**config.mk**
```make
export PLATFORM = sky130hd
export DESIGN_NAME = blr_unit
export DESIGN_NICKNAME = d
export VERILOG_FILES = /design/src/inc/blr_pkg.sv /design/src/verilog/blr_unit.sv
export SDC_FILE = /design/constraint.sdc
export NUM_CORES = 1
export LEC_CHECK = 0
export ABC_AREA = 1
export BUFFER_PORTS_ARGS = -buffer_cell sky130_fd_sc_hd__buf_4
export CAP_MARGIN = 5
export CORE_UTILIZATION = 45
export DETAILED_ROUTE_END_ITERATION = 6
export PLACE_DENSITY_LB_ADDON = 0.08
export SLEW_MARGIN = 20
export SYNTH_ARGS = -nofsm -noshare
export SYNTH_HDL_FRONTEND = slang
export SYNTH_SLANG_ARGS = --single-unit
export TNS_END_PERCENT = 100
```
**constraint.sdc**
```tcl
create_clock -name aclk -period 2 [get_ports aclk]
set_input_delay 0.4 -clock aclk [delete_from_list [all_inputs] [get_ports aclk]]
set_output_delay 0.4 -clock aclk [all_outputs]
set_load 0.01 [all_outputs]
```
**src/inc/blr_pkg.sv**
```systemverilog
// Package of constants and types for the link-loss reaction and fault code block.
package blr_pkg;

  // Register indices; the byte address of each register is four times its index.
  localparam int unsigned ADDR_W       = 18;
  localparam int unsigned IDX_W        = 16;
  localparam logic [15:0] IDX_REACT    = 16'h6007;
  localparam logic [15:0] IDX_PROFILE  = 16'h603f;
  localparam logic [15:0] IDX_CTRL     = 16'h0000;
  localparam logic [15:0] IDX_INTERNAL = 16'h0001;
  localparam logic [15:0] IDX_NATIVE   = 16'h0002;
  localparam logic [15:0] IDX_IRQ_STS  = 16'h0003;
  localparam logic [15:0] IDX_IRQ_MASK = 16'h0004;
  localparam logic [15:0] IDX_LINK     = 16'h0005;

  // Internal reaction setting, stored form of the bus-visible code.
  localparam logic [2:0] R_NONE   = 3'h0;
  localparam logic [2:0] R_FAULT  = 3'h1;
  localparam logic [2:0] R_SWOFF  = 3'h2;
  localparam logic [2:0] R_QSTOP  = 3'h3;
  localparam logic [2:0] R_RAMP   = 3'h4;
  localparam logic [2:0] R_NONE2  = 3'h5;
  localparam logic [2:0] R_RESET  = R_FAULT;
  localparam logic [15:0] CODE_RAMP  = 16'hffff;
  localparam logic [15:0] CODE_NONE2 = 16'hfffe;
  localparam logic signed [15:0] CODE_MIN = 16'shfffe;
  localparam logic signed [15:0] CODE_MAX = 16'sh0003;

  // Native fault numbers in the upper byte of the native code, and profile codes.
  localparam logic [7:0]  FN_NONE     = 8'h00;
  localparam logic [7:0]  FN_OVERLOAD = 8'h01;
  localparam logic [7:0]  FN_CASE     = 8'h02;
  localparam logic [7:0]  FN_INSIDE   = 8'h03;
  localparam logic [7:0]  FN_MOTOR    = 8'h04;
  localparam logic [7:0]  FN_CURRENT  = 8'h05;
  localparam logic [7:0]  FN_DCLINK   = 8'h07;
  localparam logic [7:0]  FN_SUPPLY   = 8'h08;
  localparam logic [7:0]  FN_EARTH    = 8'h0d;
  localparam logic [15:0] PC_NONE     = 16'h0000;
  localparam logic [15:0] PC_OVERLOAD = 16'h2310;
  localparam logic [15:0] PC_CASE     = 16'h4210;
  localparam logic [15:0] PC_INSIDE   = 16'h4110;
  localparam logic [15:0] PC_MOTOR    = 16'h4310;
  localparam logic [15:0] PC_CURRENT  = 16'h2340;
  localparam logic [15:0] PC_DCLINK   = 16'h3210;
  localparam logic [15:0] PC_SUPPLY   = 16'h5111;
  localparam logic [15:0] PC_EARTH    = 16'h2330;
  localparam logic [15:0] PC_GENERIC  = 16'h1000;

  // Control and interrupt bit positions.
  localparam int unsigned CTRL_CONTACT = 0;
  localparam int unsigned CTRL_SAVE    = 1;
  localparam int unsigned IRQ_W        = 3;
  localparam int unsigned IRQ_LINK     = 0;
  localparam int unsigned IRQ_FAULT    = 1;
  localparam int unsigned IRQ_STOPPED  = 2;

  localparam logic [1:0] RESP_OKAY   = 2'h0;
  localparam logic [1:0] RESP_SLVERR = 2'h2;

  typedef enum logic [1:0] {
    ST_ARMED = 2'h0,
    ST_RAMP  = 2'h1,
    ST_DOWN  = 2'h3
  } blr_fsm_t;

  typedef struct packed {
    logic bus_off;
    logic guard_timeout;
    logic heartbeat_loss;
    logic sync_error;
    logic rx_length_error;
    logic left_operational;
  } blr_cause_t;

  typedef struct packed {
    logic enter_fault;
    logic disable_voltage;
    logic quick_stop;
    logic disable_operation;
    logic to_switch_on_disabled;
  } blr_cmd_t;

  // Byte 0 is the least significant byte.
  typedef struct packed {
    logic [31:0] native;
    logic [15:0] spare;
    logic [15:0] profile;
  } blr_emcy_t;

  typedef struct packed {
    logic [ADDR_W-1:0] awaddr;
    logic              aw_got;
    logic [31:0]       wdata;
    logic [3:0]        wstrb;
    logic              w_got;
    logic              bvalid;
    logic [1:0]        bresp;
    logic              rvalid;
    logic [31:0]       rdata;
    logic [1:0]        rresp;
    logic [2:0]        react;
    logic              contact;
    logic [15:0]       profile;
    logic [15:0]       native;
    logic [IRQ_W-1:0]  sts;
    logic [IRQ_W-1:0]  mask;
    logic              irq;
    blr_fsm_t          fsm;
    logic              booted;
    blr_cmd_t          cmd;
    blr_emcy_t         emcy;
    logic              emcy_valid;
    logic              save;
    logic [15:0]       save_code;
  } blr_state_t;

  localparam blr_state_t ST_RST = '{react: R_RESET, fsm: ST_ARMED, default: '0};

endpackage

```
**src/verilog/blr_unit.sv**
```systemverilog
// Link-loss reaction selector and last-fault code recorder with an AXI4-Lite register slave.
`timescale 1ns/100ps

// Function
// RQ1: Link failure from any cause triggers reaction.
// RQ2: Codes 0 and -2 keep operating point.
// RQ3: Code 1 enters fault immediately.
// RQ4: Codes 2/3 command, then switch-on-disabled.
// RQ5: Code -1 ramps down, fault once stopped.
// RQ6: Contact control: codes 1-3 force fault; the logic also forces fault for code -1 instead of ramping.
// RQ7: Reaction code signed, limited -2 to 3.
// RQ8: Internal setting and code are one value.
// RQ9: Save stores code; power-on restore overrides.
// RQ10: Last fault profile code, read only.
// RQ11: Thermal faults map to their profile codes.
// RQ12: Electrical faults map to their profile codes.
// RQ13: Earth fault 0x2330, no fault 0x0000.
// RQ14: Other faults generic; native code readable.
// RQ15: Emergency: profile bytes 0-1, native 4-7.
module blr_unit (
  // Clock and reset.
  input  wire logic                       aclk,
  input  wire logic                       aresetn,
  // AXI4-Lite write address and data.
  input  wire logic [blr_pkg::ADDR_W-1:0] s_axi_awaddr,
  input  wire logic                       s_axi_awvalid,
  output logic                            s_axi_awready,
  input  wire logic [31:0]                s_axi_wdata,
  input  wire logic [3:0]                 s_axi_wstrb,
  input  wire logic                       s_axi_wvalid,
  output logic                            s_axi_wready,
  // AXI4-Lite write response.
  output logic [1:0]                      s_axi_bresp,
  output logic                            s_axi_bvalid,
  input  wire logic                       s_axi_bready,
  // AXI4-Lite read.
  input  wire logic [blr_pkg::ADDR_W-1:0] s_axi_araddr,
  input  wire logic                       s_axi_arvalid,
  output logic                            s_axi_arready,
  output logic [31:0]                     s_axi_rdata,
  output logic [1:0]                      s_axi_rresp,
  output logic                            s_axi_rvalid,
  input  wire logic                       s_axi_rready,
  // Link supervision and drive state.
  input  wire blr_pkg::blr_cause_t        link_cause,
  input  wire logic                       drive_stopped,
  output blr_pkg::blr_cmd_t               sm_cmd,
  // Fault reports and emergency message contents.
  input  wire logic                       fault_valid,
  input  wire logic [15:0]                fault_native,
  output blr_pkg::blr_emcy_t              emcy_data,
  output logic                            emcy_valid,
  // Non-volatile parameter store.
  output logic                            nv_save,
  output logic [15:0]                     nv_save_code,
  input  wire logic                       nv_restore_valid,
  input  wire logic [15:0]                nv_restore_code,
  // Interrupt.
  output logic                            irq
);

  blr_pkg::blr_state_t st_ff;
  blr_pkg::blr_state_t nxt_st;

  // Negative codes read back as their 16-bit pattern, zero-extended in the word.
  function automatic logic [15:0] code_of(
    input logic [2:0] r
  );
    logic [15:0] c;
    c = {13'h0000, r};
    if (r == blr_pkg::R_RAMP) begin
      c = blr_pkg::CODE_RAMP;
    end else if (r == blr_pkg::R_NONE2) begin
      c = blr_pkg::CODE_NONE2;
    end
    return c;
  endfunction

  function automatic logic in_range(
    input logic [15:0] c
  );
    return ($signed(c) >= blr_pkg::CODE_MIN) &&
           ($signed(c) <= blr_pkg::CODE_MAX);
  endfunction

  // Only codes that passed the range check reach this, so the low bits suffice.
  function automatic logic [2:0] internal_of(
    input logic [15:0] c
  );
    logic [2:0] r;
    r = c[2:0];
    if (c == blr_pkg::CODE_RAMP) begin
      r = blr_pkg::R_RAMP;
    end else if (c == blr_pkg::CODE_NONE2) begin
      r = blr_pkg::R_NONE2;
    end
    return r;
  endfunction

  // The sub code in the low byte only survives in the native item.
  function automatic logic [15:0] profile_of(
    input logic [15:0] n
  );
    logic [15:0] p;
    unique case (n[15:8])
      blr_pkg::FN_NONE: begin
        p = blr_pkg::PC_NONE;
      end
      blr_pkg::FN_OVERLOAD: begin
        p = blr_pkg::PC_OVERLOAD;
      end
      blr_pkg::FN_CASE: begin
        p = blr_pkg::PC_CASE;
      end
      blr_pkg::FN_INSIDE: begin
        p = blr_pkg::PC_INSIDE;
      end
      blr_pkg::FN_MOTOR: begin
        p = blr_pkg::PC_MOTOR;
      end
      blr_pkg::FN_CURRENT: begin
        p = blr_pkg::PC_CURRENT;
      end
      blr_pkg::FN_DCLINK: begin
        p = blr_pkg::PC_DCLINK;
      end
      blr_pkg::FN_SUPPLY: begin
        p = blr_pkg::PC_SUPPLY;
      end
      blr_pkg::FN_EARTH: begin
        p = blr_pkg::PC_EARTH;
      end
      default: begin
        p = blr_pkg::PC_GENERIC;
      end
    endcase
    return p;
  endfunction

  function automatic logic [31:0] merge(
    input logic [31:0] old,
    input logic [31:0] d,
    input logic [3:0]  strb
  );
    logic [31:0] m;
    m = old;
    for (int i = 0; i < 4; i++) begin
      if (strb[i]) begin
        m[i*8 +: 8] = d[i*8 +: 8];
      end
    end
    return m;
  endfunction

  always_comb begin
    logic [15:0]              widx;
    logic [15:0]              ridx;
    logic [31:0]              m;
    logic [blr_pkg::IRQ_W-1:0] set;
    logic [blr_pkg::IRQ_W-1:0] clr;
    logic                     any_cause;
    widx      = st_ff.awaddr[blr_pkg::ADDR_W-1:2];
    ridx      = s_axi_araddr[blr_pkg::ADDR_W-1:2];
    m         = 32'h0000_0000;
    set       = '0;
    clr       = '0;
    any_cause = |link_cause;
    nxt_st            = st_ff;
    nxt_st.cmd        = '0;
    nxt_st.emcy_valid = 1'b0;
    nxt_st.save       = 1'b0;

    // Address and data are taken in either order and held until both are in.
    if (s_axi_awvalid && s_axi_awready) begin
      nxt_st.awaddr = s_axi_awaddr;
      nxt_st.aw_got = 1'b1;
    end
    if (s_axi_wvalid && s_axi_wready) begin
      nxt_st.wdata = s_axi_wdata;
      nxt_st.wstrb = s_axi_wstrb;
      nxt_st.w_got = 1'b1;
    end
    if (st_ff.bvalid && s_axi_bready) begin
      nxt_st.bvalid = 1'b0;
    end

    // The merged word is range checked, the reaction code in its low half only, so partial strobes cannot store a bad code.
    if (st_ff.aw_got && st_ff.w_got && !st_ff.bvalid) begin
      nxt_st.aw_got = 1'b0;
      nxt_st.w_got  = 1'b0;
      nxt_st.bvalid = 1'b1;
      nxt_st.bresp  = blr_pkg::RESP_OKAY;
      unique case (widx)
        blr_pkg::IDX_REACT: begin
          m = merge({16'h0000, code_of(st_ff.react)}, st_ff.wdata, st_ff.wstrb);
          if (in_range(m[15:0])) begin // RQ7
            nxt_st.react = internal_of(m[15:0]); // RQ8
          end else begin
            nxt_st.bresp = blr_pkg::RESP_SLVERR;
          end
        end
        blr_pkg::IDX_INTERNAL: begin
          m = merge({29'h0000_0000, st_ff.react}, st_ff.wdata, st_ff.wstrb);
          if (m[31:3] == 29'h0000_0000 && m[2:0] <= blr_pkg::R_NONE2) begin
            nxt_st.react = m[2:0]; // RQ8
          end else begin
            nxt_st.bresp = blr_pkg::RESP_SLVERR;
          end
        end
        blr_pkg::IDX_CTRL: begin
          if (st_ff.wstrb[0]) begin
            nxt_st.contact = st_ff.wdata[blr_pkg::CTRL_CONTACT];
            if (st_ff.wdata[blr_pkg::CTRL_SAVE]) begin
              nxt_st.save      = 1'b1; // RQ9
              nxt_st.save_code = code_of(st_ff.react); // RQ9
            end
          end
        end
        blr_pkg::IDX_IRQ_STS: begin
          if (st_ff.wstrb[0]) begin
            clr = st_ff.wdata[blr_pkg::IRQ_W-1:0];
          end
        end
        blr_pkg::IDX_IRQ_MASK: begin
          if (st_ff.wstrb[0]) begin
            nxt_st.mask = st_ff.wdata[blr_pkg::IRQ_W-1:0];
          end
        end
        // Read-only items and unmapped addresses refuse the write.
        default: begin
          nxt_st.bresp = blr_pkg::RESP_SLVERR; // RQ10
        end
      endcase
    end

    // Reads answer one cycle after the address is taken.
    if (st_ff.rvalid && s_axi_rready) begin
      nxt_st.rvalid = 1'b0;
    end
    if (s_axi_arvalid && s_axi_arready) begin
      nxt_st.rvalid = 1'b1;
      nxt_st.rresp  = blr_pkg::RESP_OKAY;
      unique case (ridx)
        blr_pkg::IDX_REACT: begin
          nxt_st.rdata = {16'h0000, code_of(st_ff.react)}; // RQ8
        end

        blr_pkg::IDX_PROFILE: begin
          nxt_st.rdata = {16'h0000, st_ff.profile}; // RQ10
        end

        blr_pkg::IDX_CTRL: begin
          nxt_st.rdata = {31'h0000_0000, st_ff.contact};
        end

        blr_pkg::IDX_INTERNAL: begin
          nxt_st.rdata = {29'h0000_0000, st_ff.react};
        end

        blr_pkg::IDX_NATIVE: begin
          nxt_st.rdata = {16'h0000, st_ff.native}; // RQ14
        end

        blr_pkg::IDX_IRQ_STS: begin
          nxt_st.rdata = {29'h0000_0000, st_ff.sts};
        end

        blr_pkg::IDX_IRQ_MASK: begin
          nxt_st.rdata = {29'h0000_0000, st_ff.mask};
        end

        blr_pkg::IDX_LINK: begin
          nxt_st.rdata = {24'h00_0000, link_cause, st_ff.fsm};
        end

        default: begin
          nxt_st.rdata = 32'h0000_0000;
          nxt_st.rresp = blr_pkg::RESP_SLVERR;
        end
      endcase
    end

    // The stored code wins over the reset value on the first cycle after reset.
    if (!st_ff.booted) begin
      nxt_st.booted = 1'b1;
      if (nv_restore_valid && in_range(nv_restore_code)) begin
        nxt_st.react = internal_of(nv_restore_code); // RQ9
      end
    end

    // Reaction to a failed link is taken once per failure, then rearmed on recovery.
    unique case (st_ff.fsm)
      blr_pkg::ST_ARMED: begin
        if (any_cause) begin // RQ1
          set[blr_pkg::IRQ_LINK] = 1'b1;
          nxt_st.fsm = blr_pkg::ST_DOWN;
          if (st_ff.react == blr_pkg::R_NONE || st_ff.react == blr_pkg::R_NONE2) begin
            nxt_st.cmd = '0; // RQ2
          end else if (st_ff.contact || st_ff.react == blr_pkg::R_FAULT) begin
            nxt_st.cmd.enter_fault = 1'b1; // RQ3 RQ6
          end else if (st_ff.react == blr_pkg::R_SWOFF) begin
            nxt_st.cmd.disable_voltage       = 1'b1; // RQ4
            nxt_st.cmd.to_switch_on_disabled = 1'b1; // RQ4
          end else if (st_ff.react == blr_pkg::R_QSTOP) begin
            nxt_st.cmd.quick_stop            = 1'b1; // RQ4
            nxt_st.cmd.to_switch_on_disabled = 1'b1; // RQ4
          end else begin
            nxt_st.cmd.disable_operation = 1'b1; // RQ5
            nxt_st.fsm                   = blr_pkg::ST_RAMP;
          end
        end
      end

      blr_pkg::ST_RAMP: begin
        if (drive_stopped) begin
          nxt_st.cmd.enter_fault    = 1'b1; // RQ5
          set[blr_pkg::IRQ_STOPPED] = 1'b1;
          nxt_st.fsm                = blr_pkg::ST_DOWN;
        end
      end

      blr_pkg::ST_DOWN: begin
        if (!any_cause) begin
          nxt_st.fsm = blr_pkg::ST_ARMED;
        end
      end

      default: begin
        nxt_st.fsm = blr_pkg::ST_ARMED;
      end
    endcase

    // Every report, the no-fault one included, refreshes the codes and the message.
    if (fault_valid) begin
      nxt_st.native          = fault_native; // RQ14
      nxt_st.profile         = profile_of(fault_native); // RQ11 RQ12 RQ13 RQ14
      nxt_st.emcy.profile    = profile_of(fault_native); // RQ15
      nxt_st.emcy.spare      = 16'h0000;
      nxt_st.emcy.native     = {16'h0000, fault_native}; // RQ15
      nxt_st.emcy_valid      = 1'b1;
      set[blr_pkg::IRQ_FAULT] = (fault_native != 16'h0000);
    end

    // A new event in the clearing cycle stays set.
    nxt_st.sts = (st_ff.sts & ~clr) | set;
    nxt_st.irq = |(nxt_st.sts & nxt_st.mask);
  end

  // Reset reloads the whole state, so the reaction setting restarts at code 1.
  always_ff @(posedge aclk) begin
    if (!aresetn) begin
      st_ff <= blr_pkg::ST_RST;
    end else begin
      st_ff <= nxt_st;
    end
  end

  // A single outstanding write and read keep the slave free of queues.
  assign s_axi_awready = !st_ff.aw_got && !st_ff.bvalid;
  assign s_axi_wready  = !st_ff.w_got && !st_ff.bvalid;
  assign s_axi_arready = !st_ff.rvalid;
  assign s_axi_bvalid  = st_ff.bvalid;
  assign s_axi_bresp   = st_ff.bresp;
  assign s_axi_rvalid  = st_ff.rvalid;
  assign s_axi_rdata   = st_ff.rdata;
  assign s_axi_rresp   = st_ff.rresp;
  assign sm_cmd        = st_ff.cmd;
  assign emcy_data     = st_ff.emcy;
  assign emcy_valid    = st_ff.emcy_valid;
  assign nv_save       = st_ff.save;
  assign nv_save_code  = st_ff.save_code;
  assign irq           = st_ff.irq;

endmodule
```
==> results by group <==
Setup path
  • Crit path buffers/inverters: 2
  • Crit Path Class: flip-flop to flip-flop
  • Most used cell, CP: nand2_1
  • CP top delay family: simple AND/OR/NAND/NOR gates
  • Worst path slowest cell: dfxtp_1
  • Max incr delay on CP: 0.34 ns
  • Critical Path RT: 2.27 ns
  • Ordered list of cells on the worst path: inv_1, nor2_1, nor3b_1, nand2_1, nor3_2, inv_1, nand2_1, o21ai_0, nand2_1, nand3_1
  • Startpoint Class: flip-flop
  • Critical Path AT: 2.06 ns
  • Crit Path Max Fanout: 5
  • CP endpoint kind: flip-flop

STA
  • Final hold viol count: 0
  • Final Cycle Share: 89.4%
  • Setup Skew: 0.00885 ns
  • Period minus WS final: 1.79 ns
  • Slew Viols, Final: 0
  • Worst slew pin tran: 0.624 ns
  • Max Clk Rate: 0.559 GHz
  • Relative slew slack: 58.3%
  • # setup viols final: 0
  • RSZ-0062 raised after global routing: false

Power
  • Leak: 3.99 nW
  • Switching Power: 1.83 mW
  • Power share of the clock group: 43.7%
  • Switching portion of total power: 27.4%
  • Share of power burned in registers: 41.0%
  • Worst VDD drop: 0.000624 V
  • P_int: 4.86 mW
  • Power density cells: 789 mW/mm^2
  • Combinational share of power: 15.4%
  • Total power: 6.69 mW

Detailed routing
  • Drt drc: 19
  • Routed vias/inst: 4.82
  • WL/cell: 13.1 um
  • Initial DRT Pass Iterations: 7
  • Antenna-violating nets left: 0
  • Number of DRC markers in iteration 0: 424
  • Vias: 6395
  • Routed WL: 17400 um

Status
  • Status: finished, violations left
  • Violated checks: DRC

Finish
  • Share of cells above drive strength 1: 24.0%
  • Fillcell total: 1469
  • Register area: 0.00248 sq mm
  • Nets: 1257
  • Area Overhead vs Synth: 23.3%
  • Inserted Diodes: 0
  • Multi-input gate area: 0.00319 sq mm
  • Layout Cell Area excl Fill: 0.00848 sq mm

GRT
  • Largest net degree at the start of global routing: 50
  • Initial antenna violation count: 0
  • GRT Resource Usage Total: 22.8%
  • First-pass GRT wire length: 28800 um
  • Gr ovfl total: 0
  • Vias in the first global route: 5900

Logic synthesis
  • Post-synth top area share: 36.1%
  • Synth area leaders: dfxtp_1 36%, buf_4 13%, nand2_1 9.7%, nor2_1 6.7%, o21ai_0 6.0%
  • Area leader, netlist: dfxtp_1
  • Ys async rst share: 0%
  • Most frequent cell after synthesis: nand2_1
  • Synth Flop Type: dfxtp_1
  • Post-synth EDFFs: 0
  • Synth Register Bits: 124
  • Post-synthesis sequential area ratio: 36.1%
  • Post-synthesis cell type count: 45
  • Synth cell count leaders: 178 x nand2_1, 124 x dfxtp_1, 123 x nor2_1, 122 x buf_4, 91 x inv_1
  • Synth Instances: 994
  • Syn Area/Cell: 6.92 sq um
  • Yosys warnings: 0
  • Cell area after synthesis: 0.00688 sq mm

Floorplanning
  • Die area: 0.0158 sq mm
  • # rows: 44
  • Starting Density: 46.8%
  • Core area: 0.0147 sq mm
  • IO Count: 249
  • Die Y: 126 um
  • Die boundary width: 126 um

Place
  • PortBufs: 187
  • DP Area: 0.00791 sq mm
  • Gpl congestion: 0.849
  • Post-DP HPWL: 13300 um

Hold path
  • Hold crit path type: input port to flip-flop

Clock tree
  • H-tree depth: 4
  • Post-CTS Repair Setup Buffers: 0
  • Clock-pin transition on the worst setup and hold timing paths: 0.06 ns
  • Worst skew pair latency: 0.42 ns
  • CTS Root Cell: clkbuf_16
  • Sink Count: 124
  • CTS tree: yes
  • CTS Buf Count: 17
  • Post-CTS sizing: 0
  • CTS hold repair buffers: 0
  • CTS Buffer Depth: 2

Flow run
  • Max Cap Viol: 0
==> through the flow <==
step / utilization [%] / setup slack, ns / hold slack (ns) / TNS [ns] / cells
after floorplan: - / 0.348 / 0.428 / 0 / 1050
after global placement: 53.8 / -0.0221 / 0.453 / -0.0527 / 1297
after detailed placement: 53.8 / -0.0624 / 0.458 / -0.168 / 1297
after CTS: 57.6 / 0.162 / 0.222 / 0 / 1328
after global routing: 57.7 / 0.000850 / 0.234 / 0 / 1328
final: 57.7 / 0.212 / 0.234 / 0 / 1328
==> sequential cells by signal (all words and copies together) (netlist names) <==
register / count
s_axi_rdata: 16
nv_save: 1
emcy_data: 16
st_ff: 76
s_axi_rvalid: 1
s_axi_bresp: 1
s_axi_bvalid: 1
emcy_valid: 1
irq: 1
sm_cmd: 5
nv_save_code: 4
s_axi_rresp: 1
==> final cells by class <==
cell class / count / share of cell area [%]
Multi-Input combinational cell: 672 / 37.6
Sequential cell: 124 / 29.3
Timing Repair Buffer: 215 / 19.3
Clock buffer: 18 / 5.06
Inverter: 102 / 4.51
Tap cell: 184 / 2.71
Clock inverter: 13 / 1.50
==> power groups by stage <==
stage / sequential (mW) / combinational [mW] / clock [mW]
after floorplan: 2.76 / 0.739 / 0
after global placement: 2.79 / 1.02 / 0
after detailed placement: 2.79 / 1.02 / 0
after CTS: 2.74 / 1.03 / 2.96
after global routing: 2.77 / 1.18 / 3.07
final: 2.74 / 1.03 / 2.92
==> per-layer routing <==
metal / routed length, um / up-vias / share of wire (%) / GRT usage, %
met3: 1080 / 26 / 6.2 / 5.52
li1: - / 3353 / - / -
met5: 0 / - / 0 / 0
met2: 8070 / 227 / 46 / 37.4
met1: 7990 / 2789 / 46 / 29.2
met4: 248 / 0 / 1.4 / 7.46
==> logic make-up after synthesis <==
group / after synthesis / share of synthesized area, %
simple gates: 405 / 25.7
buf+inv: 254 / 20.7
compound gates: 204 / 16.4
flops: 124 / 36.1
fa+ha+maj: 5 / 0.910
xor+xnor: 1 / 0.127
other cells: 1 / 0.0545
==> worst paths after layout <==
check / start / to / slack (ns) / depth (start not counted)
worst min register to register: s_axi_rdata[12] / s_axi_rdata[12] / 0.46 / 2
worst max register to register: st_ff[213] / irq / 0.21 / 10
worst min-delay path: s_axi_awaddr[8] / st_ff[217] / 0.23 / 3
worst max-delay path: st_ff[213] / irq / 0.21 / 10
==> cell usage in the layout, fill, tap and decap left out, types with 2 or more instances in the layout <==
cell        Yosys  routed
inv_2           9       9
nand4_1        20      20
nand3_1        47      47
clkbuf_16       0      17
o21ai_0        83      83
dfxtp_1       124     123
bufinv_16       0       2
clkinv_1        2       2
o211ai_2        7       7
or2_1           2       2
o21a_1          2       2
nor2_1        123     123
nand2_1       178     178
ha_1            5       5
a31oi_1         2       2
a21oi_1        76      75
a32o_1          3       3
conb_1          1      57
clkinvlp_4      0       2
nor3_2          2       3
o22ai_1        14      14
clkinv_4        0       2
clkinv_2        0       7
nor3_1         13      12
inv_1          91      91
buf_4         122     213
o21ai_1        12      12
nor4_1          7       7
buf_12          0       2
nor2_2          2       2
==> tightest hold or removal path: stages <==
cell	delay, ns
buf_4	0.07
o21ai_0	0.07
nor2_1	0.07
No activity file was read; power rests on OpenSTA's default activity.
